### src/hdl/fpu_slot_pkg.sv
// Package for the floating-point delay-slot hazard controller.
// Assumes a single host clock domain; no software-visible registers.
package fpu_slot_pkg;

   // ----------------------------------------------------------------
   // Register file shape
   // ----------------------------------------------------------------
   localparam int unsigned REG_COUNT = 8;          // Result registers zero to seven
   localparam int unsigned IDX_W     = 3;
   localparam int unsigned DATA_W    = 32;
   typedef logic [IDX_W-1:0]  reg_idx_t;
   typedef logic [DATA_W-1:0] word_t;

   // ----------------------------------------------------------------
   // Timing
   // ----------------------------------------------------------------
   localparam logic [1:0] MATH_SLOTS = 2'h1;       // Delay slots of a 2p math op
   localparam logic [1:0] SLOT_NONE  = 2'h0;

   // Operation kinds
   typedef enum logic [4:0] {
      OP_NONE       = 5'h01,
      OP_MOVE       = 5'h02,   // Single-cycle word_move_op
      OP_MATH       = 5'h04,   // 2p float_multiply_op / float_add_op / float_subtract_op
      OP_FLAG       = 5'h08,   // flag_set_op, status_move_op, save, restore
      OP_OTHER      = 5'h10    // Single-cycle non-math op
   } op_kind_e;

   // One operation half of an issued instruction
   typedef struct packed {
      op_kind_e kind;
      logic     wr_en;
      reg_idx_t dst;
      logic     rd_a_en;
      reg_idx_t src_a;
      logic     rd_b_en;
      reg_idx_t src_b;
      word_t    imm;       // Operand value for moves from memory
   } op_s;

   // Issued instruction: first half plus optional parallel half
   typedef struct packed {
      logic valid;
      op_s  first;
      logic par_en;
      op_s  second;
   } instr_s;

   // Hazard report
   typedef struct packed {
      logic dst_conflict;
      logic src_conflict;
      logic flag_conflict;
      logic par_same_dst;
   } hazard_s;

endpackage : fpu_slot_pkg

### src/hdl/fpu_delay_slot_hazard_control.sv
// Delay-slot tracking, parallel-issue operand capture and hazard reporting
// for a floating-point unit behind a host pipeline.
// Assumes the host presents one instruction per advancing cycle and holds
// it, with stall_i high, for as long as its own pipeline is stalled.
`timescale 1ns/1ps
module fpu_delay_slot_hazard_control #(
   parameter int unsigned SLOTS = 1
) (
   input  wire logic                  ref_clk_i,
   input  wire logic                  nrst_i,
   input  wire logic                  stall_i,
   input  wire fpu_slot_pkg::instr_s  instr_i,
   output      fpu_slot_pkg::hazard_s hazard_o,
   output      logic [7:0]            reg_valid_o,
   output      fpu_slot_pkg::word_t   rd_data_o [8]
);
   import fpu_slot_pkg::*;

   // ----------------------------------------------------------------
   // State
   // ----------------------------------------------------------------
   word_t      regs_reg [REG_COUNT];
   logic [1:0] pend_reg [REG_COUNT];
   word_t      math_res_reg;
   reg_idx_t   math_dst_reg;
   logic       math_busy_reg;
   hazard_s    hazard_reg;
   // Per-register valid flags kept as flops so reg_valid_o needs no gate
   // behind the pending counters; they clear and set on the same edges.
   logic [REG_COUNT-1:0] valid_reg;

   wire logic advance = instr_i.valid & ~stall_i;

   // Simple datapath: the "math" result is a sum of captured operands
   // (stand-in arithmetic, the slot timing is what this block owns)
   function automatic logic pending(input logic [1:0] cnt);
      return cnt != SLOT_NONE;
   endfunction

   // ----------------------------------------------------------------
   // Operand capture, taken from state before any write this cycle
   // ----------------------------------------------------------------
   wire word_t a1  = regs_reg[instr_i.first.src_a];
   wire word_t b1  = regs_reg[instr_i.first.src_b];
   wire word_t a2  = regs_reg[instr_i.second.src_a];
   wire word_t mv2 = instr_i.second.rd_a_en ? a2 : instr_i.second.imm;
   wire word_t mv1 = instr_i.first.rd_a_en ? a1 : instr_i.first.imm;
   wire logic  f_math = instr_i.first.kind == OP_MATH;
   wire logic  s_move = instr_i.par_en & instr_i.second.wr_en;

   // Hazard decode against pending writes from earlier slots, and between the two halves for same_dst
   wire logic src_hit = (instr_i.first.rd_a_en & pending(pend_reg[instr_i.first.src_a]))
                      | (instr_i.first.rd_b_en & pending(pend_reg[instr_i.first.src_b]))
                      | (instr_i.par_en & instr_i.second.rd_a_en
                         & pending(pend_reg[instr_i.second.src_a]));
   wire logic dst_hit = (instr_i.first.wr_en & pending(pend_reg[instr_i.first.dst]))
                      | (s_move & pending(pend_reg[instr_i.second.dst]));
   wire logic flg_hit = math_busy_reg & ((instr_i.first.kind == OP_FLAG)
                      | (instr_i.par_en & instr_i.second.kind == OP_FLAG));
   wire logic same_dst = instr_i.par_en & instr_i.first.wr_en & s_move
                       & (instr_i.first.dst == instr_i.second.dst);
   wire hazard_s haz_next = advance ? '{dst_conflict: dst_hit, src_conflict: src_hit,
                                        flag_conflict: flg_hit, par_same_dst: same_dst}
                                    : '0;

   // ----------------------------------------------------------------
   // Pending counters and register writes
   // ----------------------------------------------------------------
   // Both halves launch in one advance; a math result retires one slot later.
   always_ff @(posedge ref_clk_i or negedge nrst_i) begin
      if (!nrst_i) begin
         for (int i = 0; i < REG_COUNT; i++) begin
            regs_reg[i] <= '0;
            pend_reg[i] <= SLOT_NONE;
         end
         math_res_reg  <= '0;
         math_dst_reg  <= '0;
         math_busy_reg <= 1'b0;
         valid_reg     <= '1;
      end else if (advance) begin
         // Retire the math op started last slot
         if (math_busy_reg) begin
            regs_reg[math_dst_reg]  <= math_res_reg;
            pend_reg[math_dst_reg]  <= SLOT_NONE;
            valid_reg[math_dst_reg] <= 1'b1;
         end
         math_busy_reg <= f_math & instr_i.first.wr_en;
         // A new math op on the retiring register wins: its clear comes last
         if (f_math & instr_i.first.wr_en) begin
            math_res_reg <= word_t'(a1 + b1);             // Carry dropped on purpose
            math_dst_reg <= instr_i.first.dst;
            pend_reg[instr_i.first.dst]  <= MATH_SLOTS;
            valid_reg[instr_i.first.dst] <= 1'b0;
         end else if (instr_i.first.wr_en) begin
            regs_reg[instr_i.first.dst] <= mv1;
         end
         // Single-cycle half lands now, a slot ahead of the math half
         if (s_move) begin
            regs_reg[instr_i.second.dst] <= mv2;
         end
      end
   end

   // Outputs are registered
   always_ff @(posedge ref_clk_i or negedge nrst_i) begin
      if (!nrst_i) begin
         hazard_reg <= '0;
      end else begin
         hazard_reg <= haz_next;
      end
   end

   assign hazard_o    = hazard_reg;
   assign reg_valid_o = valid_reg;                      // Straight from flops
   for (genvar g = 0; g < REG_COUNT; g++) begin : g_out
      assign rd_data_o[g] = regs_reg[g];
   end
endmodule // fpu_delay_slot_hazard_control

### config.mk
export PLATFORM = sky130hd
export DESIGN_NAME = fpu_delay_slot_hazard_control
export DESIGN_NICKNAME = d
export VERILOG_FILES = /design/src/hdl/fpu_slot_pkg.sv /design/src/hdl/fpu_delay_slot_hazard_control.sv
export SDC_FILE = /design/constraint.sdc
export NUM_CORES = 1
export LEC_CHECK = 0
export BUFFER_PORTS_ARGS = -buffer_cell sky130_fd_sc_hd__buf_2
export CAP_MARGIN = 20
export CORE_MARGIN = 2
export CORE_UTILIZATION = 40
export DETAILED_ROUTE_END_ITERATION = 6
export GPL_TIMING_DRIVEN = 1
export MAX_ROUTING_LAYER = met4
export SLEW_MARGIN = 25
export SYNTH_ARGS = -nofsm -noshare
export SYNTH_HDL_FRONTEND = slang
export SYNTH_SLANG_ARGS = --single-unit
### constraint.sdc
create_clock -name ref_clk_i -period 8.5 [get_ports ref_clk_i]
set_clock_uncertainty 0.2 [all_clocks]
set_input_delay 0 -clock ref_clk_i [delete_from_list [all_inputs] [get_ports ref_clk_i]]
set_output_delay 0 -clock ref_clk_i [all_outputs]
set_load 0.02 [all_outputs]
* Word-level counts from Yosys, hierarchy flattened
Index checks and enable logic that the tools add are counted.
Widths: inputs -> output; s select.
** Word-level totals
- Flip-flop bits (word level) :: 320
- Input port bits :: 103
- Output and inout bits :: 268
- Logic and storage cells :: 142
** Operators by class
- $add $sub $neg :: 1
- Magnitude comparators :: 13
- Equal/unequal tests :: 4
- Mux-type cells :: 56
- Bitwise gates (word level) :: 33
- Reduce and logical (&&, ||, !) cells :: 11
** Operator list (count)
- $mux 256 :: 6
- $bwmux 256 :: 3
- $mux 32 :: 11
- $bmux 32 s3 :: 3
- $demux 32 s3 :: 3
- $mux 16 :: 3
- $add 32x32->32 :: 1
- $bmux 2 s3 :: 5
- $ge 4x4->1 const B :: 6
- $mux 2 :: 12
- $mux 8 :: 3
- $not 3->4 :: 6
- $and 16x16->16 :: 1
- $and 8x8->8 :: 2
- $not 16->16 :: 1
- $not 8->8 :: 2
- $or 8x8->8 :: 2
- $and 1x1->1 :: 14
- $demux 2 s3 :: 2
- $lt 4x1->1 const B :: 3
- $eq 5x4->1 const B :: 2
- $reduce_bool 2->1 :: 5
- $lt 3x4->1 const B :: 2
- $demux 1 s3 :: 2
- other kinds (9) :: 18

* Logic depth before layout (Yosys ltp)
- Depth after elaboration :: 14
- Gate-level depth with buffers :: 13
- Mapped depth without buffers :: 11

* Least setup slack after synthesis
No wires, ideal clock.
- Path kind :: in2reg
- Start :: input port instr_i[82] (netlist bit)
- End :: register math_res_reg[24]
- Setup time :: 0.132 ns
- Data arrival time :: 3.311 ns
- Data required time :: 8.168 ns
- Setup slack :: 4.857 ns
- Stages on the path :: 13
- Path buffers :: 2
- Cell sequence :: buf_1 buf_2 mux4_2 mux2_2 ha_1 fa_1 a21oi_1 nand3b_1 a21oi_1 o41ai_2 o21a_1 a2111o_1 o211ai_1
** Between the ends
- Cells in the longest elaborated chain, start to end :: 5
** RTL lines
- start: declaration :: line fpu_delay_slot_hazard_control.sv:12 : input wire fpu_slot_pkg::instr_s instr_i,
- $not 3->4 (not written as such) :: line fpu_delay_slot_hazard_control.sv:44 : wire word_t b1 = regs_reg[instr_i.first.src_b];
- $bmux 32 s3 :: line fpu_delay_slot_hazard_control.sv:44
- $mux 32 (not written as such) (2 in a row) :: line fpu_delay_slot_hazard_control.sv:44
- $add 32x32->32 :: line fpu_delay_slot_hazard_control.sv:90 : math_res_reg <= word_t'(a1 + b1);
- end signal: assignment :: line fpu_delay_slot_hazard_control.sv:90
- end: declaration :: line fpu_delay_slot_hazard_control.sv:24 : word_t math_res_reg;
No other way between the ends. The select of a mux whose other input is x is not followed.
A chain may end at the register's enable or synchronous reset.

* Worst setup path in the final report
- Start :: input port instr_i[98] (netlist bit)
- End :: register regs_reg (netlist bit rd_data_o[232])
** Between the ends
- Cells in the longest elaborated chain, start to end :: 6
** RTL lines
- $eq 5x3->1 * :: line fpu_delay_slot_hazard_control.sv:48 : wire logic f_math = instr_i.first.kind == OP_MATH;
- $and 1x1->1 * :: line fpu_delay_slot_hazard_control.sv:89 : if (f_math & instr_i.first.wr_en) begin
- $mux 256 * :: line fpu_delay_slot_hazard_control.sv:89
- $mux 256 * :: line fpu_delay_slot_hazard_control.sv:80 : end else if (advance) begin
- $bwmux 256 :: line fpu_delay_slot_hazard_control.sv:99 : regs_reg[instr_i.second.dst] <= mv2;
- $mux 256 * :: line fpu_delay_slot_hazard_control.sv:98 : if (s_move) begin
- end signal: indexed assignment :: line fpu_delay_slot_hazard_control.sv:83 : regs_reg[math_dst_reg] <= math_res_reg;
- end signal: indexed assignment :: line fpu_delay_slot_hazard_control.sv:95 : regs_reg[instr_i.first.dst] <= mv1;
- end signal: indexed assignment :: line fpu_delay_slot_hazard_control.sv:99
- end: declaration :: line fpu_delay_slot_hazard_control.sv:22 : word_t regs_reg [REG_COUNT];
Every way passes the cells marked *; elsewhere a longest branch is shown, timed or not. The select of a mux whose other input is x is not followed.

==> results.txt <==
Outcome: finished clean
Fin area: 33700 um^2
DP HPWL: 71.5 mm
Pwr Total: 8040 uW
Final nets: 3325
Crit path time final: 4160 ps
Ports: 371
Synth top area share: 27.4%
Die Span X: 271 um
Syn_nets: 3015
Int Power: 4640 uW
Total grt overflow: 0
Crit path max-delay cell type: nand2b_2
Critical path capture point type: flop
Clock insertion delay at the later pin of the skew report: 580 ps
Layout cells sized above 1: 27.4%
Seq/Total Area, Yosys: 28.2%
H-tree levels: 2
Clk sinks: 320
Worst slack, placed: 3860 ps
CTS root buffer: clkbuf_16
CTS Hold Buffers Added: 142
Clock transition at path regs: 60 ps
DR iter-0 viols: 2705
CP Launch Type: input port
Cell taking the most area after synthesis: dfrtp_1
Final setup vio count: 0
Hold Path Origin: instr_i[97]
Die area: 73300 um^2
Largest net degree at the start of global routing: 160
Vert. Die Dim: 271 um
Number of max-cap violations: 0
Worst path bufs/invs: 5
Psw: 3410 uW
CP required: 8800 ps
Fin worst setup slack: 4340 ps
WL per Instance: 27.4 um
Hold WC Path Type: input port to flop
Reg2reg start: rd_data_o[135]
Initial Util: 40.5%
Critical Path, Cell by Cell: dlygate4sd3_1, buf_2, nor3_2, dlygate4sd3_1, nand2_1, nand3b_1, nand2b_2, buf_4, mux2i_1, mux2i_1, dlygate4sd3_1, o21ai_1
Final setup TNS: 0 ps
Initial antenna violation count: 0
Number of diodes: 0
P_leak: 0.0154 uW
Via Count: 26588
Vias in the first global route: 26469
RSZ-0062 raised after global routing: false
Syn Inst Count: 2880
First-pass GRT wire length: 170 mm
Routed WL: 114 mm
Mean Syn Cell Area: 9.89 um^2
Total track usage: 31.4%
Setup CP Type: input port to flop
Final hold violations: 0
Comb pwr share: 45.6%
Port Buffer Count: 366
Most common flop cell mapped by yosys: dfrtp_1
Number of synthesized register bits: 320
Core footprint: 70300 um^2
Pins over their slew limit: 0
Pwr dens: 239 nW/um^2
P&R area growth vs syn: 18.2%
Routed vias/inst: 6.39
Distinct cell type count after synthesis: 66
Largest register FFs: 256
Post-CTS setup buffers: 0
Peak supply drop: 0.175 mV
FMAX: 240 MHz
Most used cell along the critical path: dlygate4sd3_1
Dominant cells by area after synthesis: dfrtp_1, mux4_2, mux2i_1, nand2_1, a211oi_1
CP Max Fanout: 18
Family with the most delay on the worst path: buffers and inverters
CP Data Arrival Time: 4460 ps
Worst setup path startpoint: instr_i[98]
Final period util: 48.9%
CTS tree: yes
Area post-placement: 30800 um^2
Final hold slack: 63.7 ps
Worst-Margin Slew: 1180 ps
Relative slew slack: 21.2%
Clk buf depth: 3
Ys async rst share: 100%
Seq pwr share: 31.1%
FP Rows: 97
Sw frac: 42.4%
Routed Antenna Nets: 0
Routability cong.: 0.926
Clock power share: 23.3%
Num CTS Buffers: 42
Drt pass-1 iters: 6
EDFF count, synth: 0
Resized cells post-CTS: 0
Slowest Stage Delay on Critical Path: 770 ps
Synth warn: 0
Remaining DRCs: 0
Synth Cell Area: 28500 um^2
## layer usage
layer | up-vias | global-route usage [%] | routed length [um] | share of wire [%]
li1 | 11463 | - | - | -
met1 | 13202 | 39.9 | 45100 | 40
met2 | 1550 | 47.8 | 51800 | 45
met3 | 373 | 6.27 | 11200 | 9.8
met4 | 0 | 15.2 | 6010 | 5.3
met5 | - | - | 0 | 0
## logic make-up after synthesis
group,after synthesis,synth area share (%)
fa+ha+maj,32,1.43
compound gates,710,16.1
buf+inv,304,4.49
simple gates,718,11.1
xor+xnor,26,0.800
flops,320,28.2
mux,770,37.9
## Yosys cell counts (32+ instances only)
master and instances:
nor2_1 185, mux2i_1 444, mux4_2 200, nand2_1 350, nor2b_1 97, a211oi_1 134
dfrtp_1 312, mux2_2 74, o21ai_0 46, a21oi_1 107, clkbuf_1 193, a211o_1 63
mux2i_4 32, buf_2 59, o21ai_1 194, a31oi_1 67
## per-stage QoR
stage          util, %  std cells
4_1_cts           47.9       4162
3_5_place_dp      43.8       3943
6_report          47.9       4163
3_3_place_gp      43.8       3943
5_1_grt           47.9       4163
2_1_floorplan        -       2880
## layout make-up
| class | count | area, um^2 |
|---|---|---|
| Clock buffer | 70 | 1330 |
| Sequential cell | 320 | 8020 |
| Fill cell | 6478 | 36600 |
| Inverter | 9 | 33.8 |
| Timing Repair Buffer | 561 | 3740 |
| Multi-Input combinational cell | 2256 | 19300 |
| Tap cell | 940 | 1180 |
| Clock inverter | 7 | 85.1 |
## worst paths after layout
path / slack (ps) / to / depth (start not counted)
max: 4340 / rd_data_o[232] / 12
min: 60 / hazard_o[1] / 4
max reg2reg: 4490 / math_res_reg[28] / 10
min reg2reg: 270 / pend_reg[14] / 2
max in group asynchronous: 6770 / rd_data_o[220] / 4
min in group asynchronous: 390 / reg_valid_o[2] / 3
## worst reg2reg max path: cells and delay by family (launching register included)
family / cells / cell delay (ps)
simple gates: 1 / 290
compound gates: 5 / 1570
mux: 2 / 820
xor+xnor: 1 / 170
flops: 1 / 440
fa+ha+maj: 1 / 380
## placed cells by master (no fill, tap or decap), types with 46 or more instances in the layout
cell type	netlist	final
a211o_1	63	63
buf_2	59	357
mux2_2	74	74
dfrtp_1	312	312
dlygate4sd3_1	0	141
a21oi_1	107	107
nand2_1	350	347
a211oi_1	134	134
o21ai_1	194	194
o21ai_0	46	46
mux4_2	200	200
buf_4	7	57
nor2_1	185	181
mux2i_1	444	444
a31oi_1	67	67
nor2b_1	97	96
## power groups by stage
stage               Clock, uW  Combinational [uW]  Sequential, uW
floorplan                   0                2270            2590
global placement            0                3430            2450
detailed placement          0                3520            2500
CTS                      1900                3640            2480
global route             1950                3960            2560
finish                   1870                3670            2500
Power figures use the tool's default switching activity.
